`src/verilog/alu_ops_consts.vh`:
```
// Constants and opcode codes for the arithmetic and control operation block
// What this block does
// RQ1 - Register add: reg plus work register, carry form adds C; Z, DC, C; one cycle
// RQ2 - Register subtract: reg plus inverted work register, borrow form adds C; one cycle
// RQ3 - Immediate add/subtract combine 8-bit immediate with work register, result to it
// RQ4 - Destination bit 0 writes work register, 1 writes back the addressed register
// RQ5 - C set on add carry or no subtract borrow, cleared otherwise
// RQ6 - Decimal adjust fixes work register to packed BCD in one cycle, touches C only
// RQ7 - Timeout and power-down flags are 1 after power-up and after watchdog kick
// RQ8 - Halt entry enters Halt mode, clears power-down flag, sets timeout flag
// RQ9 - Watchdog timeout clears the active-low timeout flag
// RQ10 - Interrupt return pops return address, enables interrupts, two cycles
// RQ11 - Indirect call pushes return address and jumps to work-register target
// RQ12 - Indirect jump goes to work-register target in two cycles
// RQ13 - Long jump and call use immediate address; call pushes; two cycles each
// RQ14 - Nonvolatile read loads data register from location at address register
// RQ15 - Nonvolatile write programs location at address register with data register
// RQ16 - Nonvolatile write only accepted after unlock with matching key code
// RQ17 - Register operands use a 6-bit address, 0x00 to 0x3F
// RQ18 - Bit set, clear and test pick one of eight bits by 3-bit field
// RQ19 - Digit carry is carry out of bit 3, complemented operand for subtracts
// RQ20 - Zero flag set when the written 8-bit result is zero
`ifndef ALU_OPS_CONSTS_VH
`define ALU_OPS_CONSTS_VH

`define OP_W 5
`define OP_ADD_R 5'h00
`define OP_ADC_R 5'h01
`define OP_SUB_R 5'h02
`define OP_SBC_R 5'h03
`define OP_ADD_I 5'h04
`define OP_ADC_I 5'h05
`define OP_SUB_I 5'h06
`define OP_SBC_I 5'h07
`define OP_BCD 5'h08
`define OP_KICK 5'h09
`define OP_HALT 5'h0A
`define OP_IRET 5'h0B
`define OP_ICALL 5'h0C
`define OP_IJMP 5'h0D
`define OP_LONG_CALL 5'h0E
`define OP_LJMP 5'h0F
`define OP_NV_RD 5'h10
`define OP_NV_WR 5'h11
`define OP_UNLOCK 5'h12
`define OP_BSET 5'h13
`define OP_BCLR 5'h14
`define OP_BTEST 5'h15
`define OP_NVA_LD 5'h16
`define OP_NVD_LD 5'h17
`define OP_NVD_RD 5'h18

`define RADDR_W 6
`define PC_W 11
`define NVM_KEY_RST 8'hA5
`define WREG_RST 8'h00
`define FLAGS_RST 1'b0
`define CYC_TWO 1

`endif

```
`src/verilog/add_unit.v`:
```
// Combinational adder with zero, digit carry and carry, plus decimal adjust
`timescale 1ns/1ps
module add_unit (
  a,
  b,
  cin,
  c_in_flag,
  dc_in_flag,
  sum,
  carry,
  digit_carry,
  zero,
  bcd_val,
  bcd_carry
);
  input wire [7:0] a;
  input wire [7:0] b;
  input wire cin;
  input wire c_in_flag;
  input wire dc_in_flag;
  output wire [7:0] sum;
  output wire carry;
  output wire digit_carry;
  output wire zero;
  output wire [7:0] bcd_val;
  output wire bcd_carry;

  wire [4:0] low_sum;
  wire [8:0] full_sum;
  wire lo_fix;
  wire hi_fix;
  wire [7:0] fix_val;
  wire [8:0] bcd_sum;

  // Nibble carry from bit 3, full carry from bit 7
  assign low_sum = {1'b0, a[3:0]} + {1'b0, b[3:0]} + {4'h0, cin}; // [RQ19]
  assign full_sum = {1'b0, a} + {1'b0, b} + {8'h00, cin}; // [RQ1] [RQ2]
  assign sum = full_sum[7:0];
  assign carry = full_sum[8]; // [RQ5]
  assign digit_carry = low_sum[4]; // [RQ19]
  assign zero = (full_sum[7:0] == 8'h00); // [RQ20]

  // Decimal correction on b (the work register)
  assign lo_fix = dc_in_flag | (b[3:0] > 4'h9); // [RQ6]
  assign hi_fix = c_in_flag | (b[7:4] > 4'h9) | ((b[7:4] == 4'h9) & (b[3:0] > 4'h9));
  assign fix_val = {(hi_fix ? 4'h6 : 4'h0), (lo_fix ? 4'h6 : 4'h0)};
  assign bcd_sum = {1'b0, b} + {1'b0, fix_val};
  assign bcd_val = bcd_sum[7:0]; // [RQ6]
  assign bcd_carry = hi_fix | bcd_sum[8]; // [RQ6]
endmodule // add_unit

```
`src/verilog/wdt_flags.v`:
```
// Timeout, power-down and Halt mode status flags
`timescale 1ns/1ps
module wdt_flags (
  mclk,
  resetn,
  kick,
  halt_enter,
  wake,
  wdt_timeout,
  watchdog_expired_n,
  powerdown_flag_n,
  halt_mode
);
  input wire mclk;
  input wire resetn;
  input wire kick;
  input wire halt_enter;
  input wire wake;
  input wire wdt_timeout;
  output reg watchdog_expired_n;
  output reg powerdown_flag_n;
  output reg halt_mode;

  // Reset is power-up: both flags high; timeout outranks a same-cycle kick
  always @(posedge mclk) begin
    if (!resetn) begin
      watchdog_expired_n <= 1'b1; // [RQ7]
      powerdown_flag_n <= 1'b1; // [RQ7]
      halt_mode <= 1'b0;
    end else begin
      if (wdt_timeout) begin
        watchdog_expired_n <= 1'b0; // [RQ9]
      end else if (kick | halt_enter) begin
        watchdog_expired_n <= 1'b1; // [RQ7] [RQ8]
      end
      if (halt_enter) begin
        powerdown_flag_n <= 1'b0; // [RQ8]
      end else if (kick) begin
        powerdown_flag_n <= 1'b1; // [RQ7]
      end
      if (halt_enter) begin
        halt_mode <= 1'b1; // [RQ8]
      end else if (wake | wdt_timeout) begin
        halt_mode <= 1'b0;
      end
    end
  end
endmodule // wdt_flags

```
`src/verilog/mcu_arith_and_control_ops.v`:
```
// Executes arithmetic, flow, watchdog and nonvolatile operations of the core
`timescale 1ns/1ps
`include "alu_ops_consts.vh"
module mcu_arith_and_control_ops #(
  parameter PC_W = `PC_W,
  parameter [7:0] NVM_KEY = `NVM_KEY_RST
) (
  input wire mclk,
  input wire resetn,
  input wire instr_valid,
  input wire [`OP_W-1:0] opcode,
  input wire [`RADDR_W-1:0] reg_addr,
  input wire dest_sel,
  input wire [2:0] bit_sel,
  input wire [7:0] imm,
  input wire [PC_W-1:0] addr_field,
  input wire [7:0] reg_rdata,
  input wire [PC_W-1:0] pc_next,
  input wire [PC_W-9:0] pc_high_buf,
  input wire [PC_W-1:0] pop_addr,
  input wire wdt_timeout,
  input wire wake,
  input wire nvm_rd_valid,
  input wire [7:0] nvm_rdata,
  output reg [7:0] work_register,
  output reg zero_flag,
  output reg digit_carry,
  output reg carry_flag,
  output wire watchdog_expired_n,
  output wire powerdown_flag_n,
  output wire halt_mode,
  output reg wdt_restart,
  output reg reg_we,
  output reg [`RADDR_W-1:0] reg_waddr,
  output reg [7:0] reg_wdata,
  output reg bit_test,
  output reg pc_load,
  output reg [PC_W-1:0] pc_target,
  output reg stack_push,
  output reg [PC_W-1:0] push_addr,
  output reg stack_pop,
  output reg int_enable,
  output reg busy,
  output reg [7:0] nvm_addr_reg,
  output reg [7:0] nvm_data_reg,
  output reg nvm_rd_req,
  output reg nvm_wr_req,
  output reg nvm_unlocked,
  output reg nvm_wr_refused
);

  // Sequencer states, one-hot
  localparam [1:0] ST_RUN = 2'b01;
  localparam [1:0] ST_SECOND = 2'b10;

  reg [1:0] state_q;
  reg [1:0] state_d;
  reg [7:0] opa;
  reg [7:0] opb;
  reg cin;
  reg arith_op;
  reg imm_form;
  wire take;
  wire [7:0] sum;
  wire add_c;
  wire add_dc;
  wire add_z;
  wire [7:0] bcd_val;
  wire bcd_c;
  wire [PC_W-1:0] wreg_target;
  wire kick;
  wire halt_enter;

  // New instruction taken only while not in a second cycle or Halt
  assign take = instr_valid & state_q[0] & ~halt_mode;
  assign kick = take & (opcode == `OP_KICK);
  assign halt_enter = take & (opcode == `OP_HALT);
  assign wreg_target = {pc_high_buf, work_register}; // [RQ11] [RQ12]

  // Operand selection for the eight add/subtract forms
  always @* begin
    arith_op = 1'b0;
    imm_form = 1'b0;
    opa = reg_rdata; // [RQ17]
    opb = work_register;
    cin = 1'b0;
    case (opcode)
      `OP_ADD_R, `OP_ADC_R, `OP_SUB_R, `OP_SBC_R: begin
        arith_op = 1'b1;
      end
      `OP_ADD_I, `OP_ADC_I, `OP_SUB_I, `OP_SBC_I: begin
        arith_op = 1'b1;
        imm_form = 1'b1;
        opa = imm; // [RQ3]
      end
      default: begin
        arith_op = 1'b0;
      end
    endcase
    if (opcode[1]) begin
      opb = ~work_register; // [RQ2] [RQ3]
    end
    if (opcode[0]) begin
      cin = carry_flag; // [RQ1] [RQ2] [RQ3]
    end
  end

  add_unit u_add (
    .a(opa),
    .b(opb),
    .cin(cin),
    .c_in_flag(carry_flag),
    .dc_in_flag(digit_carry),
    .sum(sum),
    .carry(add_c),
    .digit_carry(add_dc),
    .zero(add_z),
    .bcd_val(bcd_val),
    .bcd_carry(bcd_c)
  );

  wdt_flags u_flags (
    .mclk(mclk),
    .resetn(resetn),
    .kick(kick),
    .halt_enter(halt_enter),
    .wake(wake),
    .wdt_timeout(wdt_timeout),
    .watchdog_expired_n(watchdog_expired_n),
    .powerdown_flag_n(powerdown_flag_n),
    .halt_mode(halt_mode)
  );

  // Two-cycle flow operations hold off the next instruction one cycle
  always @* begin
    state_d = state_q;
    case (state_q)
      ST_RUN: begin
        if (take && (opcode == `OP_IRET || opcode == `OP_ICALL || opcode == `OP_IJMP ||
            opcode == `OP_LONG_CALL || opcode == `OP_LJMP)) begin
          state_d = ST_SECOND; // [RQ10] [RQ12] [RQ13]
        end
      end
      ST_SECOND: begin
        state_d = ST_RUN;
      end
      default: begin
        state_d = ST_RUN;
      end
    endcase
  end

  // Sequencer and busy flag
  always @(posedge mclk) begin
    if (!resetn) begin
      state_q <= ST_RUN;
      busy <= 1'b0;
    end else begin
      state_q <= state_d;
      busy <= state_d[1];
    end
  end

  // Work register, arithmetic flags and register write-back
  always @(posedge mclk) begin
    if (!resetn) begin
      work_register <= `WREG_RST;
      zero_flag <= `FLAGS_RST;
      digit_carry <= `FLAGS_RST;
      carry_flag <= `FLAGS_RST;
      reg_we <= 1'b0;
      reg_waddr <= {`RADDR_W{1'b0}};
      reg_wdata <= 8'h00;
      bit_test <= 1'b0;
    end else begin
      reg_we <= 1'b0;
      if (take && arith_op) begin
        zero_flag <= add_z; // [RQ20]
        digit_carry <= add_dc; // [RQ19]
        carry_flag <= add_c; // [RQ5]
        if (imm_form || !dest_sel) begin
          work_register <= sum; // [RQ3] [RQ4]
        end else begin
          reg_we <= 1'b1; // [RQ4]
          reg_waddr <= reg_addr; // [RQ17]
          reg_wdata <= sum;
        end
      end else if (take) begin
        case (opcode)
          `OP_BCD: begin
            work_register <= bcd_val; // [RQ6]
            carry_flag <= bcd_c; // [RQ6]
          end
          `OP_BSET: begin
            reg_we <= 1'b1;
            reg_waddr <= reg_addr;
            reg_wdata <= reg_rdata | (8'h01 << bit_sel); // [RQ18]
          end
          `OP_BCLR: begin
            reg_we <= 1'b1;
            reg_waddr <= reg_addr;
            reg_wdata <= reg_rdata & ~(8'h01 << bit_sel); // [RQ18]
          end
          `OP_BTEST: begin
            bit_test <= reg_rdata[bit_sel]; // [RQ18]
          end
          `OP_NVD_RD: begin
            work_register <= nvm_data_reg;
          end
          default: begin
            work_register <= work_register;
          end
        endcase
      end
    end
  end

  // Program flow: jumps, calls, returns and interrupt enable
  always @(posedge mclk) begin
    if (!resetn) begin
      pc_load <= 1'b0;
      pc_target <= {PC_W{1'b0}};
      stack_push <= 1'b0;
      push_addr <= {PC_W{1'b0}};
      stack_pop <= 1'b0;
      int_enable <= 1'b0;
    end else begin
      pc_load <= 1'b0;
      stack_push <= 1'b0;
      stack_pop <= 1'b0;
      if (take) begin
        case (opcode)
          `OP_IRET: begin
            stack_pop <= 1'b1; // [RQ10]
            pc_load <= 1'b1;
            pc_target <= pop_addr;
            int_enable <= 1'b1; // [RQ10]
          end
          `OP_ICALL: begin
            stack_push <= 1'b1; // [RQ11]
            push_addr <= pc_next;
            pc_load <= 1'b1;
            pc_target <= wreg_target; // [RQ11]
          end
          `OP_IJMP: begin
            pc_load <= 1'b1;
            pc_target <= wreg_target; // [RQ12]
          end
          `OP_LONG_CALL: begin
            stack_push <= 1'b1; // [RQ13]
            push_addr <= pc_next;
            pc_load <= 1'b1;
            pc_target <= addr_field; // [RQ13]
          end
          `OP_LJMP: begin
            pc_load <= 1'b1;
            pc_target <= addr_field; // [RQ13]
          end
          default: begin
            pc_target <= pc_target;
          end
        endcase
      end
    end
  end

  // Watchdog restart pulse
  always @(posedge mclk) begin
    if (!resetn) begin
      wdt_restart <= 1'b0;
    end else begin
      wdt_restart <= kick; // [RQ7]
    end
  end

  // Nonvolatile address/data registers, read, unlock and gated write
  always @(posedge mclk) begin
    if (!resetn) begin
      nvm_addr_reg <= 8'h00;
      nvm_data_reg <= 8'h00;
      nvm_rd_req <= 1'b0;
      nvm_wr_req <= 1'b0;
      nvm_unlocked <= 1'b0;
      nvm_wr_refused <= 1'b0;
    end else begin
      nvm_rd_req <= 1'b0;
      nvm_wr_req <= 1'b0;
      nvm_wr_refused <= 1'b0;
      if (nvm_rd_valid) begin
        nvm_data_reg <= nvm_rdata; // [RQ14]
      end
      if (take) begin
        case (opcode)
          `OP_NVA_LD: begin
            nvm_addr_reg <= work_register;
          end
          `OP_NVD_LD: begin
            nvm_data_reg <= work_register;
          end
          `OP_NV_RD: begin
            nvm_rd_req <= 1'b1; // [RQ14]
          end
          `OP_UNLOCK: begin
            nvm_unlocked <= (imm == NVM_KEY); // [RQ16]
          end
          `OP_NV_WR: begin
            nvm_wr_req <= nvm_unlocked; // [RQ15] [RQ16]
            nvm_wr_refused <= ~nvm_unlocked; // [RQ16]
            nvm_unlocked <= 1'b0;
          end
          default: begin
            nvm_unlocked <= nvm_unlocked;
          end
        endcase
      end
    end
  end
endmodule // mcu_arith_and_control_ops

```
`config.mk`:
```
export PLATFORM = sky130hd
export DESIGN_NAME = mcu_arith_and_control_ops
export DESIGN_NICKNAME = d
export VERILOG_FILES = /design/src/verilog/add_unit.v /design/src/verilog/wdt_flags.v /design/src/verilog/mcu_arith_and_control_ops.v
export VERILOG_INCLUDE_DIRS = /design/src /design/src/verilog
export SDC_FILE = /design/constraint.sdc
export NUM_CORES = 1
export LEC_CHECK = 0
export ABC_AREA = 1
export CORE_MARGIN = 8
export CORE_UTILIZATION = 23
export DETAILED_ROUTE_END_ITERATION = 8
export DONT_BUFFER_PORTS = 1
export RECOVER_POWER = 100
export SKIP_CTS_REPAIR_TIMING = 1
export SYNTH_ARGS = -nofsm -noshare
export SYNTH_HDL_FRONTEND = slang
export SYNTH_SLANG_ARGS = --single-unit
```
`constraint.sdc`:
```
create_clock -name mclk -period 2.9 [get_ports mclk]
set_input_delay 0.29 -clock mclk [delete_from_list [all_inputs] [get_ports mclk]]
set_output_delay 0.29 -clock mclk [all_outputs]
set_load 0.05 [all_outputs]
```
==> metrics.txt <==
sequential share of power=between 40% and 50%; die width=approximately 160 um; Starting Density=23.4%; unique cell type count in the Yosys netlist=39; final routed wire length divided by cell count=17.5 um; top cells by instance count after synthesis=nand2_1 (148), dfxtp_1 (79), inv_1 (70), o21ai_0 (70), nor2_1 (68); maxcap violations=0; number of synthesized flops with an enable pin=0; total of buffers placed on input and output ports=0; DIE AREA=around 24000 um^2; power per cell area=~600 nW/um^2; first-pass GRT wire length=~24000 um; per-instance average area after synthesis=6.78 um^2; Num CTS Buffers=9; leading post-synthesis cells by cell area=dfxtp_1 (35%), nand2_1 (12%), o21ai_0 (7.7%), a21oi_1 (6.7%), inv_1 (5.8%); vias in the first global route=4136; Min-Delay Path Class=in -> reg; Buf/Inv on CP=4; required time worst endpoint=roughly 3.1 ns; largest registers=pc_target x11, push_addr x11; reg2reg end=work_register[5]; final count of pins violating max slew=0; startpoint-to-endpoint class of the critical path=reg -> reg; portion of total power attributed to the clock network=between 40% and 50%; CP arrival=roughly 2.7 ns; Setup crit start=work_register[3]; sort of element at the start of the critical path=flip-flop; crit end category=flip-flop; count of inserted antenna diode cells=0; prevailing post-synth register cell=dfxtp_1; global-route usage over all layers=between 10% and 20%; sequential fraction of the synthesis area=34.9%; combinational cell fraction of total power=between 10% and 20%; Total Negative Setup Slacks=0 ns; Max Freq=between 400 and 500 MHz; count of antenna-violating nets left after detailed routing=0; dominant delay contributor by cell family on the critical path=adder cells; Final Hold Viols=0; Die Span Y=about 160 um; total stage count of the critical path=15; Post-Route WL=16400 um; R2R Setup Slk=0.41 ns; routability cong.=~0.9; number of instances in the synthesized netlist=about 670; CTS Sinks=79; status=completed; initial detailed-routing violation count=333; share of layout cells above drive strength 1=6.98%; clock latency on the worst-skew pair=roughly 0.34 ns; r2r startpoint=work_register[3]; final setup fails=0; HPWL after detailed placement=roughly 13000 um; Synth Register Bits=a little under 80; number of cells on the worst reg-to-reg path=15; largest clock skew in the final design=0.00578 ns; cell leakage power=about 2.2 nW; slew at the pin closest to its max-slew limit=around 0.95 ns; most frequent cell after synthesis=nand2_1; cell taking the most area after synthesis=dfxtp_1; internal power consumption=about 2.0 mW; Net Switching=0.949 mW; filler instances=2201; maximum single-stage delay on the critical path=roughly 0.40 ns; slew margin rel.=between 30 and 40%; clock input transition at the sequential cells of the worst setup and hold paths=~0.060 ns; buffers from clock root to sink, at most=2; core area=~19000 um^2; maximum number of pins on one net before global-route repair=60; H-Tree Level Count=3; syn_nets=763; Hold Path Cell Cnt=1; Warnings, synthesis=0; drt first pass iters=7; clock tree from TritonCTS=yes; min Tclk post-route=around 2.5 ns; number of antenna violations at the first check in global routing=0; global route total overflow=0; I/O Pins=about 160; Synth async-reset ratio=0%; unrepaired setup endpoints after global routing=false; cell breakdown of the critical path=inv_1 -> nand2_1 -> nand2_1 -> inv_1 -> a21o_1 -> ha_1 -> fa_1 -> inv_1 -> nor2_1 -> a21oi_1 -> o21ai_0 -> nand2_1 -> nand3_1 -> nand2_1 -> inv_1; final-layout worst hold slack=between 0.05 and 0.06 ns; crit path capture=work_register[5]; number of standard-cell rows in the floorplan=51; root buffer cell=clkbuf_16; Syn Std Cell Area=between 4000 and 5000 um^2; net count reported at finish=around 760; slowest stage cell, crit path=fa_1; area share of the largest cell type after synthesis=34.9%; total via count after detailed routing=4395; fraction of the cycle the final worst path needs=86.0%; Avg Vias per Cell=roughly 4.7; biggest fanout along the worst timing path=5; net switching fraction of the power=31.7%; DRC=0; Overall Power=between 2 and 3 mW; area growth from synthesis to layout=11.8%; peak ir drop on the vdd network=roughly 0.25 mV
[power groups by stage]
stage | logic, mW | clock network (mW) | registers, mW
CTS | 0.523 | 1.25 | 1.27
finish | 0.515 | 1.21 | 1.26
floorplan | 0.389 | 0 | 1.31
detailed placement | 0.521 | 0 | 1.29
global route | 0.584 | 1.29 | 1.27
global placement | 0.524 | 0 | 1.29
[placed cells by master, fill, tap and decap left out, types with 10 or more instances in the layout]
cell type,netlist,final
nand3_1,34,34
dfxtp_1,79,79
a31oi_1,14,14
nand2_1,148,148
a21oi_1,61,61
o21ai_1,16,14
nor2_1,68,69
clkbuf_1,11,13
ha_1,11,11
o211ai_1,10,10
inv_1,70,74
o21ai_0,70,72
[cell type report]
class | count | area (um^2) | share of cell area (%)
multi-input combinational | 478 | 2450 | 48.4
sequential | 79 | 1580 | 31.2
tap | 265 | 332 | 6.55
inverter | 85 | 320 | 6.32
clock buffer | 10 | 229 | 4.52
clock inverter | 6 | 85.1 | 1.68
timing repair buffer | 15 | 67.6 | 1.33
[worst register-to-register path, cell delays in order, from the launching register on]
cell and delay (ns):
dfxtp_1 0.32, inv_1 0.14, nand2_1 0.11, nand2_1 0.16, inv_1 0.13, a21o_1 0.24
ha_1 0.23, fa_1 0.40, inv_1 0.09, nor2_1 0.07, a21oi_1 0.15, o21ai_0 0.11
nand2_1 0.07, nand3_1 0.06, nand2_1 0.08, inv_1 0.03
[worst min path at each step]
stage                          start                         end  slack, ns
after global placement        resetn  u_flags.watchdog_expired_n       0.37
after floorplan           pc_next[0]                push_addr[0]       0.42
after detailed placement      resetn  u_flags.watchdog_expired_n       0.38
final                         resetn  u_flags.watchdog_expired_n       0.06
after global routing          resetn  u_flags.watchdog_expired_n       0.03
after CTS                     resetn  u_flags.watchdog_expired_n       0.02
[kinds of logic after synthesis]
kind of cell | share of synthesized area [%]
mux | 0.994
buf+inv | 10.6
compound gates | 21.3
flops | 34.9
fa+ha+maj | 4.36
simple gates | 27.9
[per-stage QoR]
step	instances	cell area (um^2)	worst slack [ns]	utilization, %
after global routing	938	5060	0.162	26.1
final	938	5060	0.406	26.1
after CTS	938	5130	0.440	26.4
after detailed placement	922	4810	0.371	24.8
after global placement	922	4810	0.394	24.8
after floorplan	668	4530	0.512	-
[routing by layer]
metal	up-vias	global-route usage (%)	routed length, um
met1	2004	16.4	7060
li1	2210	-	-
met2	167	19.7	7120
met5	-	0	0
met3	14	6.62	2090
met4	0	2.06	120
Note: power is estimated with default switching activity, not from simulation.
